`src/dsd_pkg.sv`:
```
// constants and carrier types for the data space decoder
package dsd_pkg;
  localparam int unsigned PM_WORDS      = 32768;
  localparam int unsigned PROG_CNT_W    = 15;
  localparam logic [15:0] REGF_BASE     = 16'h0000;
  localparam logic [15:0] STDIO_BASE    = 16'h0020;
  localparam logic [15:0] EXTIO_BASE    = 16'h0060;
  localparam logic [15:0] EXTIO_TOP     = 16'h00FF;
  localparam logic [15:0] SRAM_BASE_N   = 16'h0100;
  localparam logic [15:0] SRAM_BASE_L   = 16'h0060;
  localparam logic [15:0] SRAM_SIZE_N   = 16'h1000;
  localparam logic [15:0] SRAM_SIZE_L   = 16'h0FA0;
  localparam logic [15:0] EXT_BASE_N    = 16'h1100;
  localparam logic [15:0] EXT_BASE_L    = 16'h1000;
  localparam logic [5:0]  IO_ALIAS      = 6'h20;
  localparam logic [5:0]  BIT_IO_TOP    = 6'h1F;
  localparam logic [3:0]  EXT_XTRA_0WS  = 4'h1;
  localparam logic [3:0]  STK_XTRA_0WS  = 4'h3;
  localparam logic [3:0]  EE_RD_STALL   = 4'h4;
  localparam logic [3:0]  EE_WR_STALL   = 4'h2;
  localparam logic [1:0]  SRAM_CYCLES   = 2'h2;
  localparam int unsigned EE_BYTES      = 2048;
  localparam int unsigned EE_WRITE_NS   = 8500000;
  localparam int unsigned CLK_NS        = 8;
  localparam int unsigned EE_WRITE_CYC  = EE_WRITE_NS / CLK_NS;

  typedef enum logic [4:0] {
    TGT_REGF  = 5'b00001,
    TGT_STDIO = 5'b00010,
    TGT_EXTIO = 5'b00100,
    TGT_SRAM  = 5'b01000,
    TGT_EXT   = 5'b10000
  } target_t;

  typedef struct packed {
    logic        valid;
    logic        write;
    logic        stack;
    logic [15:0] addr;
    logic [7:0]  wdata;
  } data_req_t;

  typedef struct packed {
    logic        valid;
    logic        write;
    logic        bit_op;
    logic [5:0]  addr;
  } io_req_t;

  typedef struct packed {
    logic        valid;
    logic        write;
    logic [10:0] addr;
    logic [7:0]  wdata;
  } ee_req_t;

  typedef struct packed {
    logic        sel_regf;
    logic        sel_io;
    logic        sel_sram;
    logic        sel_ext;
    logic [15:0] local_addr;
  } sel_t;
endpackage

```
`src/data_space_decoder.sv`:
```
// data space decoder: map, wait timing, i/o alias and eeprom stalls
`timescale 1ns/10ps
module data_space_decoder
  import dsd_pkg::*;
#(
  parameter int unsigned EE_WRITE_CYCLES = EE_WRITE_CYC
) (
  // clock and reset
  input  wire logic              clk_sys,
  input  wire logic              rst,
  // configuration
  input  wire logic              legacy_layout_pin,
  input  wire logic              external_sram_enable,
  input  wire logic [1:0]        wait_states,
  input  wire logic              power_down_req,
  // cpu data side
  input  wire dsd_pkg::data_req_t data_req,
  input  wire dsd_pkg::io_req_t   io_req,
  input  wire dsd_pkg::ee_req_t   ee_req,
  input  wire logic [7:0]        io_rdata,
  input  wire logic [PROG_CNT_W-1:0] program_counter,
  output logic                   cpu_stall,
  output logic                   io_illegal,
  output logic                   bit_whole_rewrite,
  output logic [15:0]            pm_word_addr,
  // memory side
  output dsd_pkg::sel_t          sel_q,
  output logic                   ext_rd_q,
  output logic                   ext_wr_q,
  output logic [7:0]             ext_wdata_q,
  output logic                   bus_fault_q,
  output logic                   ee_busy,
  output logic                   ee_write_pulse,
  output logic [10:0]            ee_addr_q,
  output logic                   osc_keep_on,
  output logic                   legacy_q
);
  import dsd_pkg::*;

  if (EE_WRITE_CYCLES < 1 || EE_WRITE_CYCLES >= 2**24) begin : g_bad_ee
    $error("eeprom write count must be nonzero and fit the 24-bit timer");
  end

  // ------------------------------------------------------------
  // layout latch and program space
  // ------------------------------------------------------------
  logic rst_seen_q;
  always_ff @(posedge clk_sys) begin
    rst_seen_q <= rst;
    if (rst) legacy_q <= legacy_layout_pin;
  end

  // word address of the 32K x 16 program store
  assign pm_word_addr = {1'b0, program_counter};

  // ------------------------------------------------------------
  // address decode
  // ------------------------------------------------------------
  wire [15:0] a          = data_req.addr;
  wire        in_regf    = a < STDIO_BASE;
  wire        in_stdio   = (a >= STDIO_BASE) && (a < EXTIO_BASE);
  wire        in_extio   = !legacy_q && (a >= EXTIO_BASE) && (a <= EXTIO_TOP);
  wire [15:0] sram_base  = legacy_q ? SRAM_BASE_L : SRAM_BASE_N;
  wire [15:0] ext_base   = legacy_q ? EXT_BASE_L : EXT_BASE_N;
  wire        in_sram    = (a >= sram_base) && (a < ext_base);
  wire        in_ext     = a >= ext_base;
  wire        ext_ok     = in_ext && external_sram_enable;
  wire [15:0] sram_off   = a - sram_base;

  target_t tgt;
  assign tgt = in_regf ? TGT_REGF : in_stdio ? TGT_STDIO : in_extio ? TGT_EXTIO :
               in_sram ? TGT_SRAM : TGT_EXT;

  // ------------------------------------------------------------
  // access timing
  // ------------------------------------------------------------
  // extra cycles per byte: 1 at zero wait, else wait_states+1
  wire [3:0] byte_xtra = (wait_states == 2'd0) ? EXT_XTRA_0WS
                       : 4'({2'b00, wait_states} + 4'd1);
  // stack pushes two pc bytes: 3,5,7,9
  wire [3:0] stk_xtra  = (wait_states == 2'd0) ? STK_XTRA_0WS
                       : 4'({1'b0, wait_states, 1'b0} + 4'd3);
  wire [3:0] xtra      = data_req.stack ? stk_xtra : byte_xtra;

  typedef enum logic [3:0] {
    ST_IDLE = 4'b0001,
    ST_INT  = 4'b0010,
    ST_EXT  = 4'b0100,
    ST_EE   = 4'b1000
  } state_t;

  state_t    state_q, state_d;
  logic [3:0] cnt_q, cnt_d;
  wire start_int = data_req.valid && !in_ext;
  wire start_ext = data_req.valid && ext_ok;

  always_comb begin
    state_d = state_q;
    cnt_d   = cnt_q;
    case (state_q)
      ST_IDLE: begin
        if (ee_req.valid) begin
          state_d = ST_EE;
          cnt_d   = ee_req.write ? EE_WR_STALL - 4'd1 : EE_RD_STALL - 4'd1;
        end else if (start_ext) begin
          state_d = ST_EXT;
          cnt_d   = xtra - 4'd1;
        end else if (start_int) begin
          state_d = ST_INT;
          cnt_d   = 4'({2'b00, SRAM_CYCLES} - 4'd2);
        end
      end
      ST_INT: state_d = ST_IDLE; // second cycle of two
      ST_EXT, ST_EE: begin
        if (cnt_q == 4'd0) state_d = ST_IDLE;
        else cnt_d = cnt_q - 4'd1;
      end
      default: state_d = ST_IDLE;
    endcase
  end

  always_ff @(posedge clk_sys) begin
    if (rst) begin
      state_q <= ST_IDLE;
      cnt_q   <= 4'd0;
    end else begin
      state_q <= state_d;
      cnt_q   <= cnt_d;
    end
  end

  assign cpu_stall = (state_q == ST_EXT) || (state_q == ST_EE) ||
                     (state_q == ST_IDLE && (ee_req.valid || start_ext));

  // ------------------------------------------------------------
  // memory selects and external strobes
  // ------------------------------------------------------------
  always_ff @(posedge clk_sys) begin
    if (rst) begin
      sel_q       <= '0;
      ext_rd_q    <= 1'b0;
      ext_wr_q    <= 1'b0;
      ext_wdata_q <= 8'h00;
      bus_fault_q <= 1'b0;
    end else begin
      if (state_q == ST_IDLE && data_req.valid && !ee_req.valid) begin
        sel_q.sel_regf   <= (tgt == TGT_REGF);
        sel_q.sel_io     <= (tgt == TGT_STDIO) || (tgt == TGT_EXTIO);
        sel_q.sel_sram   <= (tgt == TGT_SRAM);
        sel_q.sel_ext    <= ext_ok;
        sel_q.local_addr <= in_sram ? sram_off : a;
        ext_rd_q         <= ext_ok && !data_req.write;
        ext_wr_q         <= ext_ok && data_req.write;
        ext_wdata_q      <= data_req.wdata;
        bus_fault_q      <= in_ext && !external_sram_enable;
      end else if (state_d == ST_IDLE) begin
        sel_q    <= '0;
        ext_rd_q <= 1'b0;
        ext_wr_q <= 1'b0;
      end
    end
  end

  // ------------------------------------------------------------
  // io port instructions
  // ------------------------------------------------------------
  // port numbers only cover 0x00-0x3F; data space sees them 0x20 higher
  wire [15:0] io_data_addr = {10'd0, io_req.addr} + {10'd0, IO_ALIAS};
  assign io_illegal        = io_req.valid && io_req.bit_op &&
                             (io_req.addr > BIT_IO_TOP);
  // read-modify-write of all bits: flags read as one get cleared too
  assign bit_whole_rewrite = io_req.valid && io_req.bit_op && !io_illegal &&
                             io_req.write && (io_data_addr < EXTIO_BASE);

  // ------------------------------------------------------------
  // eeprom write timer
  // ------------------------------------------------------------
  // no reset on the timer: a write under way must finish across reset
  logic [23:0] ee_tmr_q;
  logic        ee_tmr_live_q;
  wire ee_wr_go = ee_req.valid && ee_req.write && state_q == ST_IDLE && !ee_busy;
  always_ff @(posedge clk_sys) begin
    if (ee_wr_go) begin
      ee_tmr_q      <= 24'(EE_WRITE_CYCLES);
      ee_tmr_live_q <= 1'b1;
      ee_addr_q     <= ee_req.addr;
    end else if (ee_tmr_live_q && ee_tmr_q != 24'd0) begin
      ee_tmr_q <= ee_tmr_q - 24'd1;
    end else begin
      ee_tmr_q      <= 24'd0;
      ee_tmr_live_q <= 1'b0;
    end
  end
  assign ee_write_pulse = ee_wr_go;
  assign ee_busy        = ee_tmr_live_q === 1'b1;
  assign osc_keep_on    = ee_busy && power_down_req;

  // ------------------------------------------------------------
  // checks
  // ------------------------------------------------------------
  a_strobe_internal: assert property (@(posedge clk_sys) disable iff (rst)
    sel_q.sel_sram |-> !ext_rd_q && !ext_wr_q)
    else $error("external strobe during internal access");
  a_no_alias: assert property (@(posedge clk_sys) disable iff (rst)
    bus_fault_q |-> !sel_q.sel_sram && !sel_q.sel_ext)
    else $error("disabled external access reached memory");
  a_ee_read_stall: assert property (@(posedge clk_sys) disable iff (rst)
    (state_q == ST_IDLE && ee_req.valid && !ee_req.write)
      |=> (state_q == ST_EE)[*4] ##1 state_q == ST_IDLE)
    else $error("eeprom read stall not four cycles");
  a_ee_write_stall: assert property (@(posedge clk_sys) disable iff (rst)
    (state_q == ST_IDLE && ee_req.valid && ee_req.write)
      |=> (state_q == ST_EE)[*2] ##1 state_q == ST_IDLE)
    else $error("eeprom write stall not two cycles");
  a_int_two_cyc: assert property (@(posedge clk_sys) disable iff (rst)
    (state_q == ST_INT) |=> state_q == ST_IDLE)
    else $error("internal access over two cycles");
  a_ext_gate: assert property (@(posedge clk_sys) disable iff (rst)
    (state_q == ST_IDLE && data_req.valid && !ee_req.valid && in_ext && !external_sram_enable)
      |=> !ext_rd_q && !ext_wr_q)
    else $error("external strobe while disabled");
  a_ext_zero_ws: assert property (@(posedge clk_sys) disable iff (rst)
    (state_q == ST_IDLE && start_ext && !ee_req.valid && !data_req.stack && wait_states == 2'd0)
      |=> state_q == ST_EXT ##1 state_q == ST_IDLE)
    else $error("zero wait external access not one extra cycle");
  a_stack_three_ws: assert property (@(posedge clk_sys) disable iff (rst)
    (state_q == ST_IDLE && start_ext && !ee_req.valid && data_req.stack && wait_states == 2'd3)
      |=> (state_q == ST_EXT)[*8] ##1 state_q == ST_EXT ##1 state_q == ST_IDLE)
    else $error("external stack with three waits not nine cycles");
  a_legacy_held: assert property (@(posedge clk_sys) disable iff (rst || rst_seen_q)
    $stable(legacy_q))
    else $error("layout changed at run time");
  a_bit_range: assert property (@(posedge clk_sys) disable iff (rst)
    (io_req.valid && io_req.bit_op && io_req.addr == 6'h20) |-> io_illegal)
    else $error("bit access above 0x1F accepted");

  // ------------------------------------------------------------
  // decode checks
  // ------------------------------------------------------------
  // request taken: idle, data request up, no eeprom request ahead of it
  wire taken = state_q == ST_IDLE && data_req.valid && !ee_req.valid;
  a_regf_select: assert property (@(posedge clk_sys) disable iff (rst)
    (taken && a < STDIO_BASE) |=> sel_q.sel_regf)
    else $error("register file address not selected");
  a_extio_select: assert property (@(posedge clk_sys) disable iff (rst)
    (taken && !legacy_q && a >= EXTIO_BASE && a <= EXTIO_TOP) |=> sel_q.sel_io)
    else $error("extended io address not selected");
  a_legacy_sram: assert property (@(posedge clk_sys) disable iff (rst)
    (taken && legacy_q && a >= EXTIO_BASE && a <= EXTIO_TOP)
      |=> sel_q.sel_sram && !sel_q.sel_io)
    else $error("legacy layout kept extended io");
  a_ext_route: assert property (@(posedge clk_sys) disable iff (rst)
    (taken && in_ext && external_sram_enable) |=> sel_q.sel_ext)
    else $error("external address not routed out");
  a_one_strobe: assert property (@(posedge clk_sys) disable iff (rst)
    !(ext_rd_q && ext_wr_q))
    else $error("read and write strobes together");
  a_strobe_ext_only: assert property (@(posedge clk_sys) disable iff (rst)
    (ext_rd_q || ext_wr_q) |-> sel_q.sel_ext)
    else $error("strobe without external select");
  a_pm_range: assert property (@(posedge clk_sys) disable iff (rst)
    pm_word_addr < 16'(PM_WORDS))
    else $error("program word address outside store");

  // ------------------------------------------------------------
  // timing checks
  // ------------------------------------------------------------
  // wait rows not covered above: one and three waits, zero-wait stack
  a_ext_one_ws: assert property (@(posedge clk_sys) disable iff (rst)
    (taken && start_ext && !data_req.stack && wait_states == 2'd1)
      |=> (state_q == ST_EXT)[*2] ##1 state_q == ST_IDLE)
    else $error("one wait external access not two extra cycles");
  a_ext_three_ws: assert property (@(posedge clk_sys) disable iff (rst)
    (taken && start_ext && !data_req.stack && wait_states == 2'd3)
      |=> (state_q == ST_EXT)[*4] ##1 state_q == ST_IDLE)
    else $error("three wait external access not four extra cycles");
  a_stack_zero_ws: assert property (@(posedge clk_sys) disable iff (rst)
    (taken && start_ext && data_req.stack && wait_states == 2'd0)
      |=> (state_q == ST_EXT)[*3] ##1 state_q == ST_IDLE)
    else $error("zero wait external stack not three extra cycles");
  a_int_no_stall: assert property (@(posedge clk_sys) disable iff (rst)
    (taken && start_int) |-> !cpu_stall)
    else $error("internal access stalled the cpu");

  // ------------------------------------------------------------
  // io and eeprom checks
  // ------------------------------------------------------------
  a_io_no_extio: assert property (@(posedge clk_sys) disable iff (rst)
    io_req.valid |-> io_data_addr < EXTIO_BASE)
    else $error("io port instruction reached extended io");
  a_io_alias: assert property (@(posedge clk_sys) disable iff (rst)
    io_req.valid |-> io_data_addr >= STDIO_BASE)
    else $error("io port not shifted into data space");
  a_bit_rewrite: assert property (@(posedge clk_sys) disable iff (rst)
    (io_req.valid && io_req.bit_op && io_req.write && io_req.addr <= BIT_IO_TOP)
      |-> bit_whole_rewrite)
    else $error("legal bit write did not rewrite register");
  a_ee_addr: assert property (@(posedge clk_sys) disable iff (rst)
    ee_wr_go |=> ee_addr_q == $past(ee_req.addr))
    else $error("eeprom write address not kept");
  a_ee_busy_start: assert property (@(posedge clk_sys) disable iff (rst)
    ee_wr_go |=> ee_busy)
    else $error("eeprom write started without busy");
  a_osc_keep: assert property (@(posedge clk_sys) disable iff (rst)
    (ee_busy && power_down_req) |-> osc_keep_on)
    else $error("oscillator released during eeprom write");
  // busy length counter, kept through reset like the timer it watches
  logic [24:0] ee_busy_cnt_q;
  always_ff @(posedge clk_sys) begin
    if (!ee_busy) ee_busy_cnt_q <= 25'd0;
    else ee_busy_cnt_q <= ee_busy_cnt_q + 25'd1;
  end
  a_ee_busy_len: assert property (@(posedge clk_sys)
    ee_busy |-> ee_busy_cnt_q <= 25'(EE_WRITE_CYCLES))
    else $error("eeprom busy longer than write time");
  a_ee_over_reset: assert property (@(posedge clk_sys)
    (rst && ee_busy && ee_tmr_q != 24'd0) |=> ee_busy)
    else $error("reset cut an eeprom write short");
endmodule

```
`config.mk`:
```
export PLATFORM = sky130hd
export DESIGN_NAME = data_space_decoder
export DESIGN_NICKNAME = d
export VERILOG_FILES = /design/src/dsd_pkg.sv /design/src/data_space_decoder.sv
export SDC_FILE = /design/constraint.sdc
export NUM_CORES = 1
export LEC_CHECK = 0
export ABC_AREA = 1
export CELL_PAD_IN_SITES_DETAIL_PLACEMENT = 0
export CELL_PAD_IN_SITES_GLOBAL_PLACEMENT = 1
export CORE_MARGIN = 2
export CORE_UTILIZATION = 44
export DETAILED_ROUTE_END_ITERATION = 7
export DONT_BUFFER_PORTS = 1
export PLACE_DENSITY_LB_ADDON = 0.08
export SLEW_MARGIN = 20
export SYNTH_ARGS = -nofsm -noshare
export SYNTH_HDL_FRONTEND = slang
export SYNTH_SLANG_ARGS = --single-unit
```
`constraint.sdc`:
```
create_clock -name clk_sys -period 2.67 [get_ports clk_sys]
set_input_delay 0.4005 -clock clk_sys [delete_from_list [all_inputs] [get_ports clk_sys]]
set_output_delay 0.4005 -clock clk_sys [all_outputs]
set_load 0.02 [all_outputs]
```
; After elaboration in Yosys (flattened, before gate mapping)
; Index checks and enable logic that the tools add are counted.
[word_totals]
ff_bits = 76
output_inout_bits = 65
word_cells = 114
[classes]
n_addsub = 7
order_cmp = 10
n_eq_ne = 11
mux = 27
n_bitwise = 1
n_reduce_logical = 42
[op_table]
columns = op, count
row1 = 2-to-1 mux 20 bit, 2
row2 = 2-to-1 mux 4 bit, 10
row3 = nonzero test 24 bit, 1
row4 = "subtractor 24 x 1 -> 24 bit, second input constant", 1
row5 = logical AND 1 bit, 23
row6 = 2-to-1 mux 21 bit, 1
row7 = 2-to-1 mux 5 bit, 4
row8 = 2-to-1 mux 9 bit, 2
row9 = greater-or-equal comparator 16 x 13 -> 1 bit, 1
row10 = "greater-or-equal comparator 16 x 6 -> 1 bit, second input constant", 1
row11 = "greater-or-equal comparator 16 x 7 -> 1 bit, second input constant", 1
row12 = greater-or-equal comparator 16 x 9 -> 1 bit, 1
row13 = "less-or-equal comparator 16 x 8 -> 1 bit, second input constant", 1
row14 = < comparator 16 x 13 -> 1 bit, 1
row15 = "< comparator 16 x 6 -> 1 bit, second input constant", 1
row16 = "< comparator 16 x 7 -> 1 bit, second input constant", 1
row17 = 2-to-1 mux 16 bit, 1
row18 = one-hot mux 4 bit (2 select lines), 2
row19 = subtractor 16 x 9 -> 16 bit, 1
row20 = "== test 4 x 1 -> 1 bit, second input constant", 2
row21 = "subtractor 4 x 1 -> 4 bit, second input constant", 2
row22 = "adder 6 x 6 -> 7 bit, second input constant", 1
row23 = logical NOT 1 bit, 7
row24 = "< comparator 7 bit, second input constant", 1
row25 = other kinds (22), 29

; Depth between registers and ports, before layout
; Gate-level depths: netlist (run 1).
[logic_depth]
depth_word = 11
depth_mapped = 14
depth_no_buf = 14

; Worst setup path after synthesis (run 1)
; No wires, ideal clock.
[synth_path]
kind = reg-to-output
startpoint = register legacy_q
endpoint = output port cpu_stall
t_arrival_ns = 1.938
required_ns = 2.270
slack_ns = 0.332
path_stages_with_launch = 11
n_path_buf = 0
cell_sequence = edfxtp_1 > inv_1 > ha_1 > inv_2 > nor2_4 > nand2_2 > nor2_2 > nand2_2 > nand2_4 > nand2_4 > a22oi_1
[synth_between]
elab_chain_cells = 7
[synth_lines]
columns = element, line_no
row1 = from (decl), data_space_decoder.sv:36  ; output logic legacy_q
row2 = from (signal assigned), data_space_decoder.sv:50  ; if (rst) legacy_q <= legacy_layout_pin;
row3 = 2-to-1 mux 9 bit, data_space_decoder.sv:64  ; wire [15:0] ext_base = legacy_q ? EXT_BASE_L : EXT_BASE_N;
row4 = greater-or-equal comparator 16 x 13 -> 1 bit, data_space_decoder.sv:66  ; wire in_ext = a >= ext_base;
row5 = logical AND 1 bit, data_space_decoder.sv:67  ; wire ext_ok = in_ext && external_sram_enable;
row6 = logical AND 1 bit, data_space_decoder.sv:95  ; wire start_ext = data_req.valid && ext_ok;
row7 = logical OR 1 bit, data_space_decoder.sv:133  ; (state_q == ST_IDLE && (ee_req.valid || start_ext));
row8 = logical AND 1 bit, data_space_decoder.sv:133
row9 = logical OR 1 bit, data_space_decoder.sv:132  ; assign cpu_stall = (state_q == ST_EXT) || (state_q == ST_EE) ||
row10 = to (decl), data_space_decoder.sv:22  ; output logic cpu_stall,
; No other way between the ends.

; Worst setup path after layout (run 1)
; Same ends and word-level chain as after synthesis.

==> Implementation_results.wiki, run 1 <==
{| class="wikitable"
! Metric !! Value
|-
| Number of global-route vias before repair || 3,076
|-
| Int Power || 1.74 mW
|-
| Final Max Slew Viols || 0
|-
| Worst-skew pair later-pin latency || 0.35 ns
|-
| Period utilization || 90.6%
|-
| Most frequent cells in the layout || sky130_fd_sc_hd__nand2_1 (135), sky130_fd_sc_hd__nor2_1 (79), sky130_fd_sc_hd__inv_1 (64), sky130_fd_sc_hd__dfxtp_1 (64), sky130_fd_sc_hd__a21oi_1 (46)
|-
| Post-route setup slack || 0.251 ns
|-
| Power after layout || 2.44 mW
|-
| DRC viols || 0
|-
| Count of cells resized by post-cts repair || 0
|-
| Number of I/O port buffers || 0
|-
| Worst min-delay path class || primary input to flop
|-
| Maximum number of pins on one net before global-route repair || 37
|-
| Cell area after layout || 4320 sq um
|-
| Number of instances on the worst hold path || 1
|-
| Min Hold Slack || 0.110 ns
|-
| Vert. Die Dim || 101 microns
|-
| Synth cell types || 40
|-
| Ratio of cells with drive above 1 in the final layout || 8.08%
|-
| Layout overhead on the synthesized area || 4.98%
|-
| Critical-path top delay cell || sky130_fd_sc_hd__edfxtp_1
|-
| Hold-critical path endpoint || ext_wdata_q[0]
|-
| Worst hold start || rst
|-
| Dpl ws || 0.424 ns
|-
| H-Tree Depth || 3
|-
| Post-DRT Antenna Nets || 0
|-
| Placed wire-length estimate after detailed placement || 7310 microns
|-
| Startpoint type of the worst setup path || flop
|-
| Highest ir drop seen on vdd || 0.228 mV
|-
| Post-detailed-route via-to-cell ratio || 5.16
|-
| Fraction of power spent switching nets || 28.6%
|-
| Worst Setup Path Type || flop to primary output
|-
| Synthesized netlist net count || 673
|-
| Leak Pwr || 1.83 nW
|-
| Worst r2r path cells || 12
|-
| Total wirelength of the detailed-routed design || 9650 microns
|-
| Die X-Extent || 101 microns
|-
| Final cell utilization of the core || 47.2%
|-
| CTS Root Cell || sky130_fd_sc_hd__clkbuf_8
|-
| Net count of the finished layout || 661
|-
| Worst rel slew slack || 63.9%
|-
| Synth Register Bits || 76
|-
| Number of maximum-capacitance violations || 0
|-
| Final standard cell count with taps included and fillers excluded || 680
|-
| Clock tree sinks || 76
|-
| Max Fanout on Critical Path || 7
|-
| Most frequent standard cell in the layout excluding fill and tap cells || sky130_fd_sc_hd__nand2_1
|-
| Critical Path AT || 2.02 ns
|-
| Final Hold Vio Count || 0
|-
| Antenna violations before repair || 0
|-
| Setup skew after layout || 0.0140 ns
|-
| FF-to-FF setup slack || 0.47 ns
|-
| Sum of overflow across all layers after global routing || 0
|-
| Net load switching power || 698 uW
|-
| Combined global-route utilization of all metal layers || 19.1%
|-
| Endpoint kind of the worst setup timing path || primary output
|-
| Number of buffers on the longest clock path || 2
|-
| Worst-path cell chain || inv_1 -> ha_4 -> inv_2 -> nor2_4 -> nand2_2 -> nor2_2 -> nand2_2 -> nand2_4 -> nand2_4 -> a22oi_1 -> buf_4
|-
| Post-CTS Hold Buffers || 0
|-
| Iteration-0 DRC Markers || 132
|-
| CP Data Required Time || 2.27 ns
|-
| CTS tree || yes
|-
| Number of optimization iterations in the first detailed-route pass || 6
|-
| Number of antenna diodes || 0
|-
| Starting density of the core || 45.0%
|-
| Launch instance of the worst register-to-register path || legacy_q
|-
| Total of warnings raised by yosys || 0
|-
| Clock transition at the register clock pins on the worst setup and hold paths after CTS || 0.08 ns
|-
| Area after DPL || 4120 sq um
|-
| Vias || 3,507
|-
| Setup TNS Final || 0 ns
|-
| Count of endpoints failing setup in the final report || 0
|-
| Cell count after synthesis || 576
|-
| Drt wl/cell || 14.2 microns
|-
| Power density over cell area || 564 nW/um^2
|-
| Logic pwr share || 13.8%
|-
| Highest clock frequency the design can meet || 0.413 GHz
|-
| Crit-path max cell delay || 0.35 ns
|-
| Part of the power in the clock network || 35.3%
|-
| Reg-to-reg critical path endpoint || sel_q[14]
|-
| Final min period || 2.42 ns
|-
| Outcome || finished clean
|-
| Syn Std Cell Area || 4120 sq um
|-
| Share of synthesized area occupied by flip-flops and latches || 39.9%
|-
| Global-route wire length before repair || 15,300 microns
|-
| Syn_area_per_cell || 7.15 sq um
|-
| Clock buffer count from CTS || 9
|-
| RSZ-0062 raised after global routing || false
|-
| Post-CTS Setup Inserts || 0
|-
| Measured slew at the worst slew-check pin || 0.541 ns
|-
| Number of cell rows || 35
|-
| Flop pwr share || 51.0%
|-
| Placeable core area || 9150 sq um
|-
| Routability-driven placement congestion ratio || 0.842
|-
| Inst Count DP || 664
|-
| Area enclosed by the die boundary || 10,200 sq um
|-
| I/O pin cnt || 152
|}
==> power by group through the flow <==
| stage | registers, mW | clock network (mW) | logic, mW |
|---|---|---|---|
| CTS | 1.24 | 0.897 | 0.336 |
| detailed placement | 1.27 | 0 | 0.335 |
| floorplan | 1.26 | 0 | 0.311 |
| global placement | 1.27 | 0 | 0.330 |
| finish | 1.24 | 0.860 | 0.336 |
| global route | 1.25 | 0.943 | 0.382 |
==> sequential cells by signal, indices dropped and copies added (netlist names) <==
| name | flops |
|---|---|
| ee_tmr_q | 24 |
| sel_q | 20 |
| ee_addr_q | 11 |
| ext_wdata_q | 8 |
| cnt_q | 4 |
| state_q | 4 |
| bus_fault_q | 1 |
| ee_tmr_live_q | 1 |
| ext_rd_q | 1 |
| ext_wr_q | 1 |
| legacy_q | 1 |
==> kinds of logic after synthesis <==
logic type                 share of synthesized area (%)
and+or+nand+nor                                     32.8
buffers and inverters                               11.1
DFF                                                 39.9
AOI/OAI and AO/OA                                   9.78
xor gates and xnor gates                            3.19
adders and majority gates                           3.22
other                                             0.0910
==> cell type report <==
class | instances | area (sq um)
Sequential cell | 76 | 1640
Clock inverter | 6 | 63.8
Timing Repair Buffer | 8 | 60.1
Tap cell | 111 | 139
Clock buffer | 10 | 128
Inverter | 67 | 253
Multi-Input combinational cell | 402 | 2040
Fill cell | 957 | 4830
==> critical path: cells and delay by family, from the launching register on <==
family                   cells  cell delay [ns]
AND/OR/NAND/NOR              6             0.53
AO/OA/AOI/OAI                1             0.15
flip-flops                   1             0.35
buffers and inverters        3             0.32
adder cells (fa/ha/maj)      1             0.32
==> cells in the mapped netlist <==
master | n | area, sq um
sky130_fd_sc_hd__nand3b_1 | 1 | 7.51
sky130_fd_sc_hd__nor4_1 | 2 | 12.5
sky130_fd_sc_hd__o22ai_1 | 1 | 6.26
sky130_fd_sc_hd__nor2_2 | 4 | 25.0
sky130_fd_sc_hd__a22oi_1 | 1 | 7.51
sky130_fd_sc_hd__o21ai_2 | 1 | 8.76
sky130_fd_sc_hd__o211ai_1 | 1 | 7.51
sky130_fd_sc_hd__buf_8 | 1 | 15.0
sky130_fd_sc_hd__buf_2 | 9 | 45.0
sky130_fd_sc_hd__nand3_1 | 34 | 170
sky130_fd_sc_hd__clkinv_2 | 1 | 5.00
sky130_fd_sc_hd__nor2_8 | 1 | 20.0
sky130_fd_sc_hd__o21ai_1 | 1 | 5.00
sky130_fd_sc_hd__ha_1 | 9 | 113
sky130_fd_sc_hd__xnor2_1 | 6 | 52.6
sky130_fd_sc_hd__nand2_1 | 135 | 507
sky130_fd_sc_hd__inv_2 | 2 | 7.51
sky130_fd_sc_hd__nor2_1 | 79 | 297
sky130_fd_sc_hd__nand2_2 | 4 | 25.0
sky130_fd_sc_hd__o21ai_0 | 18 | 90.1
sky130_fd_sc_hd__nand3_4 | 1 | 17.5
sky130_fd_sc_hd__nor3_1 | 12 | 60.1
sky130_fd_sc_hd__fa_1 | 1 | 20.0
sky130_fd_sc_hd__xor2_1 | 9 | 78.8
sky130_fd_sc_hd__nor2_4 | 2 | 22.5
sky130_fd_sc_hd__or2_0 | 1 | 6.26
sky130_fd_sc_hd__a21oi_4 | 1 | 16.3
sky130_fd_sc_hd__nand2_4 | 3 | 33.8
sky130_fd_sc_hd__a21oi_1 | 46 | 230
sky130_fd_sc_hd__o21bai_1 | 2 | 15.0
sky130_fd_sc_hd__o2111ai_1 | 1 | 8.76
sky130_fd_sc_hd__buf_4 | 17 | 128
sky130_fd_sc_hd__edfxtp_1 | 12 | 360
sky130_fd_sc_hd__inv_1 | 64 | 240
sky130_fd_sc_hd__nand4_1 | 22 | 138
sky130_fd_sc_hd__dfxtp_1 | 64 | 1280
sky130_fd_sc_hd__conb_1 | 1 | 3.75
sky130_fd_sc_hd__clkbuf_1 | 4 | 15.0
sky130_fd_sc_hd__nand3_2 | 1 | 10.0
sky130_fd_sc_hd__o21a_1 | 1 | 7.51
==> worst max-delay path by stage <==
stage | cells past startpoint | start | end
6_report | 11 | legacy_q | cpu_stall
5_1_grt | 11 | legacy_q | cpu_stall
4_1_cts | 11 | legacy_q | cpu_stall
3_5_place_dp | 13 | data_req[16] | cnt_q[0]
3_3_place_gp | 12 | data_req[16] | sel_q[14]
2_1_floorplan | 10 | legacy_q | cpu_stall
==> routing by layer <==
| metal | vias up | wire, microns | track usage (%) |
|---|---|---|---|
| met5 | - | 0 | 0 |
| li1 | 1816 | - | - |
| met2 | 96 | 4420 | 29.3 |
| met4 | 0 | 73 | 6.53 |
| met1 | 1586 | 4550 | 26.1 |
| met3 | 9 | 599 | 5.06 |
Power figures use the tool's default switching activity.
==> inputs of run 2 (changes only) <==
- CTS_BUF_LIST: not set -> sky130_fd_sc_hd__clkbuf_16
==> Implementation_results.wiki, run 2 (synthesis gave the netlist of run 1 again) <==
{| class="wikitable"
! Metric !! Value
|-
| Outcome || finished clean
|-
| Inst Count DP || 664 (unchanged)
|-
| Routability-driven placement congestion ratio || 0.842 (unchanged)
|-
| Number of instances on the worst hold path || 1 (unchanged)
|-
| Cell area after layout || 4430 sq um (+2.3%)
|-
| Setup skew after layout || 0.00871 ns (-0.00529 ns)
|-
| Flip-flop count of the largest register after layout || 24 (unchanged)
|-
| Worst-skew pair later-pin latency || 0.33 ns (-0.02 ns)
|-
| Drt wl/cell || 14.2 microns (-0.12%)
|-
| Clock buffer count from CTS || 9 (unchanged)
|-
| Int Power || 2.03 mW (+17%)
|-
| Worst min-delay path class || primary input to flop
|-
| Most frequent cells in the layout || sky130_fd_sc_hd__nand2_1 (135), sky130_fd_sc_hd__nor2_1 (79), sky130_fd_sc_hd__inv_1 (65), sky130_fd_sc_hd__dfxtp_1 (64), sky130_fd_sc_hd__a21oi_1 (46)
|-
| Critical Path AT || 2.00 ns (-0.02 ns)
|-
| Highest ir drop seen on vdd || 0.354 mV (+55%)
|-
| Antenna violations before repair || 0 (unchanged)
|-
| Final min period || 2.40 ns (-0.0212 ns)
|-
| Vert. Die Dim || 101 microns (unchanged)
|-
| Iteration-0 DRC Markers || 142 (+7.6%)
|-
| Clock transition at the register clock pins on the worst setup and hold paths after CTS || 0.06 ns (-0.02 ns)
|-
| Count of endpoints failing setup in the final report || 0 (unchanged)
|-
| Number of buffers on the longest clock path || 2 (unchanged)
|-
| Final Hold Vio Count || 0 (unchanged)
|-
| CTS Root Cell || sky130_fd_sc_hd__clkbuf_16
|-
| Area after DPL || 4120 sq um (unchanged)
|-
| Number of antenna diodes || 0 (unchanged)
|-
| Clock tree sinks || 76 (unchanged)
|-
| Hold-critical path endpoint || ext_wdata_q[0]
|-
| Setup TNS Final || 0 ns (unchanged)
|-
| Period utilization || 89.8% (-0.79 points)
|-
| Worst rel slew slack || 63.8% (about the same)
|-
| Fraction of power spent switching nets || 26.6% (-2.0 points)
|-
| RSZ-0062 raised after global routing || false
|-
| Endpoint kind of the worst setup timing path || primary output
|-
| Net count of the finished layout || 661 (unchanged)
|-
| Startpoint type of the worst setup path || flop
|-
| Combined global-route utilization of all metal layers || 19.2% (+0.058 points)
|-
| Worst Setup Path Type || flop to primary output
|-
| Global-route wire length before repair || 15,300 microns (unchanged)
|-
| Min Hold Slack || 0.133 ns (+0.0237 ns)
|-
| Ratio of cells with drive above 1 in the final layout || 8.08% (unchanged)
|-
| Largest Register || ee_tmr_q
|-
| CP Data Required Time || 2.27 ns (about the same)
|-
| Final Max Slew Viols || 0 (unchanged)
|-
| Worst hold start || rst
|-
| Placeable core area || 9150 sq um (unchanged)
|-
| Starting density of the core || 45.0% (unchanged)
|-
| Flop pwr share || 45.0% (-6.0 points)
|-
| Post-CTS Setup Inserts || 0 (unchanged)
|-
| Number of cell rows || 35 (unchanged)
|-
| Die X-Extent || 101 microns (unchanged)
|-
| Reg-to-reg critical path endpoint || sel_q[14]
|-
| Placed wire-length estimate after detailed placement || 7310 microns (unchanged)
|-
| Number of I/O port buffers || 0 (unchanged)
|-
| Final standard cell count with taps included and fillers excluded || 680 (unchanged)
|-
| Leak Pwr || 1.88 nW (+2.7%)
|-
| Number of optimization iterations in the first detailed-route pass || 4 (-2)
|-
| Area enclosed by the die boundary || 10,200 sq um (unchanged)
|-
| Power density over cell area || 625 nW/um^2 (+11%)
|-
| FF-to-FF setup slack || 0.47 ns (about the same)
|-
| Part of the power in the clock network || 42.8% (+7.5 points)
|-
| Max Fanout on Critical Path || 7 (unchanged)
|-
| Most frequent standard cell in the layout excluding fill and tap cells || sky130_fd_sc_hd__nand2_1
|-
| Highest clock frequency the design can meet || 0.417 GHz (+0.88%)
|-
| Net load switching power || 736 uW (+5.4%)
|-
| Vias || 3,522 (+0.43%)
|-
| Registers with the most flip-flops || ee_tmr_q (24), sel_q (20), ee_addr_q (11)
|-
| Sum of overflow across all layers after global routing || 0 (unchanged)
|-
| Post-DRT Antenna Nets || 0 (unchanged)
|-
| Launch instance of the worst register-to-register path || legacy_q
|-
| CTS tree || yes
|-
| Layout overhead on the synthesized area || 7.44%
|-
| Worst r2r path cells || 12 (unchanged)
|-
| Total wirelength of the detailed-routed design || 9640 microns (-0.12%)
|-
| Post-detailed-route via-to-cell ratio || 5.18 (+0.43%)
|-
| Logic pwr share || 12.2% (-1.6 points)
|-
| Measured slew at the worst slew-check pin || 0.541 ns (+0.000443 ns)
|-
| Number of maximum-capacitance violations || 0 (unchanged)
|-
| Final cell utilization of the core || 48.4% (+1.1 points)
|-
| H-Tree Depth || 3 (unchanged)
|-
| DRC viols || 0 (unchanged)
|-
| Number of global-route vias before repair || 3,069 (-0.23%)
|-
| I/O pin cnt || 152 (unchanged)
|-
| Maximum number of pins on one net before global-route repair || 37 (unchanged)
|}
-- run 2: power by group through the flow --
stage               Sequential (mW)  Clock (mW)  Combinational [mW]
floorplan                      1.26           0               0.311
global placement               1.27           0               0.330
detailed placement             1.27           0               0.335
CTS                            1.24        1.23               0.336
global route                   1.25        1.27               0.382
finish                         1.25        1.19               0.336
-- run 2: worst max path at each step --
stage	startpoint	endpoint	slack (ns)	cells after the start
2_1_floorplan	legacy_q	cpu_stall	0.33	10
3_3_place_gp	data_req[16]	sel_q[14]	0.43	12
3_5_place_dp	data_req[16]	cnt_q[0]	0.42	13
4_1_cts	legacy_q	cpu_stall	0.16	11
5_1_grt	legacy_q	cpu_stall	0.07	11
6_report	legacy_q	cpu_stall	0.27	11
-- run 2: repair_timing --
action                                  4_1_cts  5_1_grt
hold buffers                                  0        0
endpoints found under the setup margin        0        1
resized for setup                             0        2
-- run 2: final cells by class --
type | instances | area (sq um)
fillers | 941 | 4730
multi-input cells | 402 | 2040
flip-flops and latches | 76 | 1640
inverters | 67 | 253
clock buffers | 9 | 225
well taps | 111 | 139
clock inverters | 7 | 67.6
repair buffers | 8 | 60.1
-- run 2: metrics by stage --
step	power [mW]	setup WS, ns
6_report	2.77	0.272
3_3_place_gp	1.60	0.433
2_1_floorplan	1.58	0.332
4_1_cts	2.81	0.162
3_5_place_dp	1.61	0.424
5_1_grt	2.90	0.0743
-- run 2: metal layers --
| metal | GRT usage (%) | share of wire, % | wire length (microns) |
|---|---|---|---|
| met4 | 6.53 | 0.71 | 68 |
| met3 | 5.27 | 6.8 | 658 |
| met1 | 26.1 | 46 | 4480 |
| met5 | 0 | 0 | 0 |
| met2 | 29.4 | 46 | 4430 |
-- run 2: critical path: stages (launching register included) --
cell and delay (ns):
sky130_fd_sc_hd__edfxtp_1 0.34, sky130_fd_sc_hd__inv_1 0.09, sky130_fd_sc_hd__ha_4 0.32, sky130_fd_sc_hd__inv_2 0.06, sky130_fd_sc_hd__nor2_4 0.09, sky130_fd_sc_hd__nand2_2 0.06
sky130_fd_sc_hd__nor2_2 0.11, sky130_fd_sc_hd__nand2_2 0.10, sky130_fd_sc_hd__nand2_4 0.09, sky130_fd_sc_hd__nand2_4 0.08, sky130_fd_sc_hd__a22oi_1 0.15, sky130_fd_sc_hd__buf_4 0.17
